## src/hw/pci_map.svh

```systemverilog
/*
 Register offsets, field positions, reset values and pin masks for the pin change unit.
 Assumes inclusion by bare name from the design file.
*/
`ifndef PCI_MAP_SVH
`define PCI_MAP_SVH
`define PCI_PORTA_RISE_OFF 12'h000
`define PCI_PORTA_FALL_OFF 12'h004
`define PCI_PORTA_FLAG_OFF 12'h008
`define PCI_PORTB_RISE_OFF 12'h00c
`define PCI_PORTB_FALL_OFF 12'h010
`define PCI_PORTB_FLAG_OFF 12'h014
`define PCI_GLOBAL_EN_OFF 12'h018
`define PCI_SUMMARY_OFF 12'h01c
`define PCI_STAT_OFF 12'h020
`define PCI_MASK_OFF 12'h024
`define PCI_PORTA_MASK 8'h3f
`define PCI_PORTB_MASK 8'hf0
`define PCI_ENABLE_BIT 0
`define PCI_SUMMARY_BIT 0
`define PCI_REG_RESET 8'h00
`endif

```

## src/hw/pci_pkg.sv

```systemverilog
/*
 Types shared by the pin change unit.
 Assumes nothing of its surroundings.
*/
package pci_pkg;
    typedef logic [7:0] pci_byte_t;
    typedef enum logic [1:0] {
        PCI_RESP_OKAY = 2'b00,
        PCI_RESP_SLVERR = 2'b10
    } pci_resp_t;
endpackage : pci_pkg

```

## src/hw/pci_pin_change.sv

```systemverilog
/*
 Pin change interrupt unit: two 8-bit ports with per-pin rising/falling enables,
 sticky flags, a summary flag, global enable, wake request and AXI4-Lite slave.
 Assumes pins are asynchronous to aclk and software holds one access at a time.
*/
// What this block does
// - Rising detector per pin, gated by enable bit
// - Falling detector per pin, gated by enable bit
// - Both enables set detect both edge polarities
// - Detection continues while global enable clear
// - Enabled edge sets flag; interrupt if enabled
// - Summary flag is OR of all flags
// - Writing zero to a flag clears it
// - Edge during flag write leaves flag set
// - Wake request in sleep only when enabled
// - Sleep edges recorded before first instruction
// - Port A rising bits 7:6 zero, 5:0 RW
// - Any combination of implemented pins may be a source
`timescale 1ns/1ps
`default_nettype none
`include "pci_map.svh"

module pci_pin_change #(
    parameter int PORTS = 2
) (
    input wire logic aclk,
    input wire logic aresetn,
    input wire logic [7:0] porta_pins,
    input wire logic [7:0] portb_pins,
    input wire logic core_sleeping,
    output logic irq,
    output logic pin_change_irq,
    output logic wake_req,
    input wire logic [11:0] s_axi_awaddr,
    input wire logic s_axi_awvalid,
    output logic s_axi_awready,
    input wire logic [31:0] s_axi_wdata,
    input wire logic [3:0] s_axi_wstrb,
    input wire logic s_axi_wvalid,
    output logic s_axi_wready,
    output logic [1:0] s_axi_bresp,
    output logic s_axi_bvalid,
    input wire logic s_axi_bready,
    input wire logic [11:0] s_axi_araddr,
    input wire logic s_axi_arvalid,
    output logic s_axi_arready,
    output logic [31:0] s_axi_rdata,
    output logic [1:0] s_axi_rresp,
    output logic s_axi_rvalid,
    input wire logic s_axi_rready
);

    // Map, masks and pin vectors are laid out for exactly two 8-bit ports
    if (PORTS != 2) begin : g_ports_check
        $error("pci_pin_change supports exactly two ports");
    end

    ////////////////////////////////////////////////////////////////////////////
    // Pin synchronisers and edge detection

    logic [15:0] pin_meta_r;
    logic [15:0] pin_sync_r;
    logic [15:0] pin_prev_r;
    logic [15:0] rise_en_r;
    logic [15:0] fall_en_r;
    logic [15:0] flag_r;
    logic [15:0] impl_mask;
    logic [15:0] edge_hit;
    logic pin_change_int_enable_r;
    logic [1:0] stat_r;
    logic [1:0] mask_r;
    logic summary;

    assign impl_mask = {`PCI_PORTB_MASK, `PCI_PORTA_MASK};

    always_ff @(posedge aclk) begin
        if (!aresetn) begin
            pin_meta_r <= 16'h0000;
            pin_sync_r <= 16'h0000;
            pin_prev_r <= 16'h0000;
        end else begin
            pin_meta_r <= {portb_pins, porta_pins};
            pin_sync_r <= pin_meta_r;
            pin_prev_r <= pin_sync_r;
        end
    end

    // The previous-sample register is cleared in reset, so a pin held high is
    // seen as one rising edge after release; enables reset to zero hide it.
    assign edge_hit = impl_mask & ((rise_en_r & pin_sync_r & ~pin_prev_r)
                                 | (fall_en_r & ~pin_sync_r & pin_prev_r));

    ////////////////////////////////////////////////////////////////////////////
    // AXI4-Lite slave: address and data may arrive in either order

    logic aw_held_r;
    logic w_held_r;
    logic [11:0] awaddr_r;
    logic [31:0] wdata_r;
    logic [3:0] wstrb_r;
    logic wr_fire;
    logic wr_lane0;
    pci_pkg::pci_byte_t wbyte;
    logic wr_ok;
    logic rd_ok;

    assign s_axi_awready = !aw_held_r && !s_axi_bvalid;
    assign s_axi_wready = !w_held_r && !s_axi_bvalid;
    assign wr_fire = aw_held_r && w_held_r && !s_axi_bvalid;
    assign wr_lane0 = wr_fire && wstrb_r[0];
    assign wbyte = wdata_r[7:0];
    assign s_axi_arready = !s_axi_rvalid;

    // Each half is parked until the other arrives, so either may come first
    always_ff @(posedge aclk) begin
        if (!aresetn) begin
            aw_held_r <= 1'b0;
            awaddr_r <= 12'h000;
        end else if (wr_fire) begin
            aw_held_r <= 1'b0;
        end else if (s_axi_awvalid && s_axi_awready) begin
            aw_held_r <= 1'b1;
            awaddr_r <= s_axi_awaddr;
        end
    end

    always_ff @(posedge aclk) begin
        if (!aresetn) begin
            w_held_r <= 1'b0;
            wdata_r <= 32'h00000000;
            wstrb_r <= 4'h0;
        end else if (wr_fire) begin
            w_held_r <= 1'b0;
        end else if (s_axi_wvalid && s_axi_wready) begin
            w_held_r <= 1'b1;
            wdata_r <= s_axi_wdata;
            wstrb_r <= s_axi_wstrb;
        end
    end

    // A write with lane 0 off is acknowledged but changes nothing
    always_ff @(posedge aclk) begin
        if (!aresetn) begin
            s_axi_bvalid <= 1'b0;
            s_axi_bresp <= pci_pkg::PCI_RESP_OKAY;
        end else if (wr_fire) begin
            s_axi_bvalid <= 1'b1;
            s_axi_bresp <= wr_ok ? pci_pkg::PCI_RESP_OKAY : pci_pkg::PCI_RESP_SLVERR;
        end else if (s_axi_bvalid && s_axi_bready) begin
            s_axi_bvalid <= 1'b0;
        end
    end

    always_comb begin
        case ({awaddr_r[11:2], 2'b00})
            `PCI_PORTA_RISE_OFF, `PCI_PORTA_FALL_OFF, `PCI_PORTA_FLAG_OFF,
            `PCI_PORTB_RISE_OFF, `PCI_PORTB_FALL_OFF, `PCI_PORTB_FLAG_OFF,
            `PCI_GLOBAL_EN_OFF, `PCI_SUMMARY_OFF, `PCI_STAT_OFF, `PCI_MASK_OFF: wr_ok = 1'b1;
            default: wr_ok = 1'b0;
        endcase
    end

    ////////////////////////////////////////////////////////////////////////////
    // Control registers

    logic [11:0] wr_addr;
    assign wr_addr = {awaddr_r[11:2], 2'b00};

    // Unimplemented pins are masked here so they can never raise a flag
    always_ff @(posedge aclk) begin
        if (!aresetn) begin
            rise_en_r <= {`PCI_REG_RESET, `PCI_REG_RESET};
        end else if (wr_lane0 && wr_addr == `PCI_PORTA_RISE_OFF) begin
            rise_en_r[7:0] <= wbyte & `PCI_PORTA_MASK;
        end else if (wr_lane0 && wr_addr == `PCI_PORTB_RISE_OFF) begin
            rise_en_r[15:8] <= wbyte & `PCI_PORTB_MASK;
        end
    end

    always_ff @(posedge aclk) begin
        if (!aresetn) begin
            fall_en_r <= {`PCI_REG_RESET, `PCI_REG_RESET};
        end else if (wr_lane0 && wr_addr == `PCI_PORTA_FALL_OFF) begin
            fall_en_r[7:0] <= wbyte & `PCI_PORTA_MASK;
        end else if (wr_lane0 && wr_addr == `PCI_PORTB_FALL_OFF) begin
            fall_en_r[15:8] <= wbyte & `PCI_PORTB_MASK;
        end
    end

    // Clearing the enable only masks the request; edges are still flagged
    always_ff @(posedge aclk) begin
        if (!aresetn) begin
            pin_change_int_enable_r <= 1'b0;
        end else if (wr_lane0 && wr_addr == `PCI_GLOBAL_EN_OFF) begin
            pin_change_int_enable_r <= wbyte[`PCI_ENABLE_BIT];
        end
    end

    always_ff @(posedge aclk) begin
        if (!aresetn) begin
            mask_r <= 2'b00;
        end else if (wr_lane0 && wr_addr == `PCI_MASK_OFF) begin
            mask_r <= wbyte[1:0];
        end
    end

    ////////////////////////////////////////////////////////////////////////////
    // Sticky flags: a new edge always beats a software clear

    logic [15:0] flag_wr_sel;
    logic [15:0] flag_wr_val;

    always_comb begin
        flag_wr_sel = 16'h0000;
        flag_wr_val = {wbyte, wbyte};
        if (wr_lane0 && {awaddr_r[11:2], 2'b00} == `PCI_PORTA_FLAG_OFF) begin
            flag_wr_sel = 16'h00ff;
        end else if (wr_lane0 && {awaddr_r[11:2], 2'b00} == `PCI_PORTB_FLAG_OFF) begin
            flag_wr_sel = 16'hff00;
        end
    end

    // Flags keep recording edges while the core sleeps, so they are current at wake.
    always_ff @(posedge aclk) begin
        if (!aresetn) begin
            flag_r <= 16'h0000;
        end else begin
            flag_r <= impl_mask & (((flag_r & ~flag_wr_sel) | (flag_wr_val & flag_wr_sel))
                                   | edge_hit);
        end
    end

    assign summary = |flag_r;
    assign pin_change_irq = summary && pin_change_int_enable_r;
    assign wake_req = core_sleeping && pin_change_irq;

    ////////////////////////////////////////////////////////////////////////////
    // Block interrupt status: bit0 edge seen, bit1 summary raised

    logic [1:0] stat_set;
    logic [1:0] stat_clr;

    assign stat_set = {summary, |edge_hit};
    assign stat_clr = (wr_lane0 && {awaddr_r[11:2], 2'b00} == `PCI_STAT_OFF) ? wbyte[1:0] : 2'b00;

    always_ff @(posedge aclk) begin
        if (!aresetn) begin
            stat_r <= 2'b00;
        end else begin
            stat_r <= (stat_r & ~stat_clr) | stat_set;
        end
    end

    assign irq = |(stat_r & mask_r);

    ////////////////////////////////////////////////////////////////////////////
    // Read channel

    pci_pkg::pci_byte_t rbyte;

    always_comb begin
        rd_ok = 1'b1;
        case ({s_axi_araddr[11:2], 2'b00})
            `PCI_PORTA_RISE_OFF: rbyte = rise_en_r[7:0];
            `PCI_PORTA_FALL_OFF: rbyte = fall_en_r[7:0];
            `PCI_PORTA_FLAG_OFF: rbyte = flag_r[7:0];
            `PCI_PORTB_RISE_OFF: rbyte = rise_en_r[15:8];
            `PCI_PORTB_FALL_OFF: rbyte = fall_en_r[15:8];
            `PCI_PORTB_FLAG_OFF: rbyte = flag_r[15:8];
            `PCI_GLOBAL_EN_OFF: rbyte = {7'h00, pin_change_int_enable_r};
            `PCI_SUMMARY_OFF: rbyte = {7'h00, summary};
            `PCI_STAT_OFF: rbyte = {6'h00, stat_r};
            `PCI_MASK_OFF: rbyte = {6'h00, mask_r};
            default: begin
                rbyte = 8'h00;
                rd_ok = 1'b0;
            end
        endcase
    end

    always_ff @(posedge aclk) begin
        if (!aresetn) begin
            s_axi_rvalid <= 1'b0;
        end else if (s_axi_arvalid && s_axi_arready) begin
            s_axi_rvalid <= 1'b1;
        end else if (s_axi_rvalid && s_axi_rready) begin
            s_axi_rvalid <= 1'b0;
        end
    end

    // Data is captured with the address, so it cannot drift while rvalid waits
    always_ff @(posedge aclk) begin
        if (!aresetn) begin
            s_axi_rdata <= 32'h00000000;
            s_axi_rresp <= pci_pkg::PCI_RESP_OKAY;
        end else if (s_axi_arvalid && s_axi_arready) begin
            s_axi_rdata <= {24'h000000, rbyte};
            s_axi_rresp <= rd_ok ? pci_pkg::PCI_RESP_OKAY : pci_pkg::PCI_RESP_SLVERR;
        end
    end

endmodule : pci_pin_change
`default_nettype wire

```

## config.mk

```make
export PLATFORM = sky130hd
export DESIGN_NAME = pci_pin_change
export DESIGN_NICKNAME = d
export VERILOG_FILES = /design/src/hw/pci_pkg.sv /design/src/hw/pci_pin_change.sv
export VERILOG_INCLUDE_DIRS = /design/src /design/src/hw
export SDC_FILE = /design/constraint.sdc
export NUM_CORES = 1
export LEC_CHECK = 0
export BUFFER_PORTS_ARGS = -buffer_cell sky130_fd_sc_hd__buf_2
export CAP_MARGIN = 20
export CORE_MARGIN = 2
export CORE_UTILIZATION = 55
export DETAILED_ROUTE_END_ITERATION = 6
export GPL_ROUTABILITY_DRIVEN = 0
export PLACE_DENSITY = 0.93
export SYNTH_ARGS = -nofsm -noshare
export SYNTH_HDL_FRONTEND = slang
export SYNTH_SLANG_ARGS = --single-unit
export TNS_END_PERCENT = 20
```

## constraint.sdc

```tcl
create_clock -name aclk -period 3 [get_ports aclk]
set_clock_uncertainty 0.15 [all_clocks]
set_input_delay 0.3 -clock aclk [delete_from_list [all_inputs] [get_ports aclk]]
set_output_delay 0.3 -clock aclk [all_outputs]
set_load 0.01 [all_outputs]
```

==> Word level (Yosys, flattened, before mapping) <==
Index checks and enable logic that the tools add are counted.
{ "word_totals": {"register_bits": 126, "output_inout_bits": 44, "word_cells": 112} }
{ "classes": {"n_eq_ne": 18, "n_mux": 12, "n_bitwise": 20, "reduce_logical": 40} }
{ "op_table": {"columns": ["cell", "count"], "rows": [
  ["$and A16 B16 Y16", 6],
  ["$eq A10 B3 Y1 const B", 8],
  ["$pmux W8 S10", 1],
  ["$not A16 Y16", 3],
  ["$or A16 B16 Y16", 3],
  ["$eq A10 B2 Y1 const B", 4],
  ["$eq A10 B4 Y1 const B", 4],
  ["$mux W16", 2],
  ["$reduce_or A10 Y1", 3],
  ["$logic_and A1 B1 Y1", 21],
  ["$eq A10 B1 Y1 const B", 2],
  ["$logic_not A10 Y1", 2],
  ["$reduce_or A16 Y1", 1],
  ["$logic_not A12 Y1", 1],
  ["$reduce_and A2 Y1", 4],
  ["$mux W1", 6],
  ["$mux W2", 3],
  ["$and A2 B2 Y2", 2],
  ["$logic_not A1 Y1", 4],
  ["$not A1 Y1", 4],
  ["$reduce_bool A2 Y1", 2],
  ["$reduce_or A2 Y1", 2],
  ["$not A2 Y2", 1],
  ["$or A2 B2 Y2", 1]
]} }

==> Depth between registers and ports, before layout <==
{ "depth": {"depth_word": 10, "depth_mapped": 6, "ltp_nobuf": 4} }

==> Worst setup path after synthesis <==
Ideal clock, no wire load.
{ "synth_path": {"kind": "flip-flop to flip-flop", "startpoint": "reg awaddr_r[6]", "endpoint": "reg fall_en_r[5]", "setup_ns": 0.132, "t_arrival_ns": 1.689, "required_time_ns": 2.718, "setup_slack_ns": 1.028, "path_stages_with_launch": 6, "synth_period_minus_slack_ns": 1.972, "cell_sequence": "dfxtp_1 > or4_4 > or4_4 > buf_6 > o21ai_1 > a21oi_1"} }
{ "synth_between": {"elab_chain_len": 2} }
{ "synth_rtl": {"columns": ["item", "line_no", "source"], "rows": [
  ["from (decl)", "pci_pin_change.sv:98", "logic [11:0] awaddr_r;"],
  ["from (signal assigned)", "pci_pin_change.sv:123", "awaddr_r <= s_axi_awaddr;"],
  ["$eq A10 B1 Y1", null, null],
  ["$logic_and A1 B1 Y1 (no line)", null, null],
  ["to (signal assigned)", "pci_pin_change.sv:182", "fall_en_r <= {`PCI_REG_RESET, `PCI_REG_RESET};"],
  ["to (signal assigned)", "pci_pin_change.sv:184", "fall_en_r[7:0] <= wbyte & `PCI_PORTA_MASK;"],
  ["to (decl)", "pci_pin_change.sv:65", "logic [15:0] fall_en_r;"]
]} }
Every way passes these cells.
A chain may end at the register's enable or synchronous reset.

==> Worst setup path after layout <==
{ "layout_path": {"startpoint": "reg awaddr_r[6]", "endpoint": "reg flag_r[4]"} }
{ "layout_between": {"elab_chain_len": 7} }
{ "layout_rtl": {"columns": ["item", "line_no", "source"], "rows": [
  ["$eq A10 B2 Y1 (*)", null, null],
  ["$logic_and A1 B1 Y1 (no line) (*)", null, null],
  ["$mux W16 (*)", "pci_pin_change.sv:216", "if (wr_lane0 && {awaddr_r[11:2], 2'b00} == `PCI_PORTA_FLAG_OFF) begin"],
  ["$not A16 Y16", "pci_pin_change.sv:228", "flag_r <= impl_mask & (((flag_r & ~flag_wr_sel) | (flag_wr_val & flag_wr_sel))"],
  ["$and A16 B16 Y16", "pci_pin_change.sv:228", null],
  ["$or A16 B16 Y16 (*)", "pci_pin_change.sv:228", null],
  ["$or A16 B16 Y16 (*)", "pci_pin_change.sv:229", "| edge_hit);"],
  ["to (signal assigned)", "pci_pin_change.sv:228", null],
  ["to (decl)", "pci_pin_change.sv:66", "logic [15:0] flag_r;"]
]} }
Every way passes the cells marked *; elsewhere a longest branch is shown, timed or not.

==> impl_metrics.ini <==
[layout]
n_fill_cell = 602
area.growth.synth_to_final_pct = 13.3
layoutNonFillerInstCount = 668
final_cell_mix = 98 x dfxtp_1, 64 x buf_2, 62 x nand2_1
final_common_cell = dfxtp_1
nets = 648
num_antenna_cells = 0
drive_above_1_share_pct = 15.8

[placed_design]
dpl.cell_count = 641
place_ws_ns = 0.770
io_buffers = 64
hpwl_mm = 6.96

[grt]
grt-ovfl-total = 0
top_usage_layer = met2
met1_usage_pct = 30.2
grt_pass1_wl_mm = 16.6
antenna_found_initial = 0
grt_util_met2_pct = 40.2
grt_pass1_vias = 3625
use_met3_pct = 4.44
grt_use_total_pct = 24.4
grt_start_max_net_pins = 58

[critical_path]
cp_num_cells = 4
ff2ff_path_depth = 4
r2r_start = awaddr_r[6]$_SDFFE_PN0P_
regToRegSetupSlack_ns = 0.55
r2r-end = flag_r[4]$_SDFF_PN0_
crit_slowest_cell = nor4_1
cpLargestDelayFamily = simple AND/OR/NAND/NOR gates
critPathCaptureType = flop
crit_chain = nor4_1 -> nand4_1 -> o21ai_0 -> a21oi_1
path_buf_inv = 0
cpPeakStageDelay_ns = 0.72
arrival_ns = 2.52
cp-startpoint = awaddr_r[6]$_SDFFE_PN0P_
critPathLaunchType = flop
path_max_fanout = 10
crit_path_end = flag_r[4]$_SDFF_PN0_
crit_required_ns = 3.07
crit_type = flop to flop

[logic_synthesis]
synth_cell_types = 52
synth.area.mux_share_pct = 3.14
synth_area_sq_um = 4230
syn_inst = 503
synth-seq-cells = 98
synth_xor_area_share_pct = 0
ys_async_sr_fraction_pct = 0
yosysWarnings = 0
synth-edff-count = 0
synth_fa_ha_area_share_pct = 0
synth-simple-area-share_pct = 23.4
synth-compound-area-share_pct = 18.8
yosysSeqAreaShare_pct = 46.4
synth_top_family_by_area = simple AND/OR/NAND/NOR gates
syn_avg_cell_area_sq_um = 8.41
synthFlopType = dfxtp_1

[floorplanning]
ioPinCount = 128
start_util_pct = 57.7
die-height_um = 91.7
fp.coreArea_sq_um = 7330
die_w_um = 91.7
placementRows = 31
die-area_sq_um = 8410

[status]
status = finished clean

[timing]
layout_setup_ws_ns = 0.552
max_slew.worst_pin.slew_ns = 0.844
tns_ns = 0
fin_crit_ns = 2.45
post-route-period-util_pct = 81.6
rsz0062_at_grt = no
relSlewSlack_pct = 43.6
setup_viol = 0
hold_viol_final = 0
finalMaxSlewViolations = 0
fmax_ghz = 0.408

[pwr]
cellLeakagePower_nw = 1.85
combPwrFrac_pct = 8.9
irDropWorstVdd_uv = 329
swShare_pct = 25.0
internal_power_mw = 1.86
power_density_nw_per_um2 = 517
pwr-share-seq_pct = 55.6
power.switching_mw = 0.619
pwr-share-clk_pct = 35.4

[clock_network]
cts_setup_buffers = 0
clk_path_buf_depth = 2
cts_hold_buffers = 11
clk_pin_slew_ns = 0.09
root_buffer = clkbuf_8
cts_tree = done
cts_made_buffers = 9
clk_latency_ns = 0.36
cts_resized = 0
ctsHtreeMaxLevel = 3
numClockSinks = 98

[detailed_routing]
drtPass1Iterations = 6
vias = 3886
routedWlPerCell_um = 15.2
drtIter0Drc = 498
drc = 0
ant_nets = 0
viasPerCell = 5.82
wl_mm = 10.2

[hold_path]
hold_depth = 3
min_path_type = input port to flop

[job]
maxCapViolCount = 0
[through the flow]
step | utilization, % | total power [mW] | area [sq um] | hold slack, ns
2_1_floorplan | - | 1.56 | 4320 | 0.249
3_3_place_gp | 61.1 | 1.60 | 4480 | 0.266
3_5_place_dp | 61.1 | 1.61 | 4480 | 0.267
4_1_cts | 65.4 | 2.48 | 4790 | 0.00589
5_1_grt | 65.4 | 2.56 | 4790 | 0.0185
6_report | 65.4 | 2.48 | 4790 | 0.0110
[worst min-delay path by stage]
| stage | slack, ns | from | endpoint |
|---|---|---|---|
| 3_5_place_dp | 0.27 | pin_meta_r[5]$_SDFF_PN0_ | pin_sync_r[5]$_SDFF_PN0_ |
| 2_1_floorplan | 0.25 | s_axi_rready | s_axi_rvalid$_SDFFE_PN0P_ |
| 4_1_cts | 0.006 | s_axi_awaddr[7] | awaddr_r[7]$_SDFFE_PN0P_ |
| 6_report | 0.01 | s_axi_awaddr[7] | awaddr_r[7]$_SDFFE_PN0P_ |
| 5_1_grt | 0.02 | s_axi_awaddr[9] | awaddr_r[9]$_SDFFE_PN0P_ |
| 3_3_place_gp | 0.27 | pin_meta_r[3]$_SDFF_PN0_ | pin_sync_r[3]$_SDFF_PN0_ |
[worst min-delay path, stage by stage]
cell and delay, ns:
buf_2 0.09, nand2_1 0.04, a21oi_1 0.05
[synthesized netlist by cell type (all sizes together) (2+ instances only)]
cell	n	area, sq um
nand2b	2	12.5
nand3b	10	75.1
and2	36	225
a21oi	61	305
dfxtp	98	1960
nand2	62	233
nor4b	2	17.5
or4b	2	20.0
a22o	2	17.5
a41oi	2	17.5
nor4	7	43.8
nand4	2	12.5
buf	34	245
mux2	2	22.5
mux2i	11	110
o31ai	3	22.5
nand3	29	145
clkbuf	18	67.6
or4	4	41.3
nor2b	2	12.5
inv	8	30.0
or3	2	12.5
a31oi	10	62.6
a22oi	2	15.0
o21ai	52	260
nor2	17	63.8
nor3	4	20.0
o2bb2ai	2	17.5
[power by group through the flow]
stage	logic [mW]	clock network (mW)	registers, mW
after floorplan	0.169	0	1.39
after detailed placement	0.206	0	1.41
final	0.221	0.877	1.38
after global routing	0.247	0.936	1.38
after global placement	0.199	0	1.40
after CTS	0.218	0.882	1.38
[area by class of cell]
class / count / area [sq um] / area share (%)
inverter: 8 / 30.0 / 0.627
multi-input combinational: 370 / 2020 / 42.2
tap: 99 / 124 / 2.58
clock buffer: 13 / 159 / 3.32
timing repair buffer: 77 / 445 / 9.30
sequential: 98 / 1960 / 40.9
clock inverter: 3 / 47.5 / 0.992
[kinds of logic (layout without fill, tap and decap cells)]
group	count (synthesis)	in the layout
AO/OA/AOI/OAI	143	143
multiplexers	13	13
other	1	26
AND/OR/NAND/NOR	188	188
flip-flops	98	98
buffers and inverters	60	101
[registers in the layout, summed over array words and instances (netlist names), 2 cells and up]
signal	cells
awaddr_r	10
fall_en_r	10
flag_r	10
pin_meta_r	10
pin_prev_r	10
pin_sync_r	10
rise_en_r	10
s_axi_rdata	8
wdata_r	8
mask_r	2
stat_r	2
[metal layers]
| layer | vias up | wire length, um |
|---|---|---|
| met5 | - | 0 |
| met4 | 0 | 397 |
| met3 | 51 | 1030 |
| met2 | 276 | 4640 |
| met1 | 1718 | 4110 |
| li1 | 1841 | - |
Power figures use the tool's default switching activity.
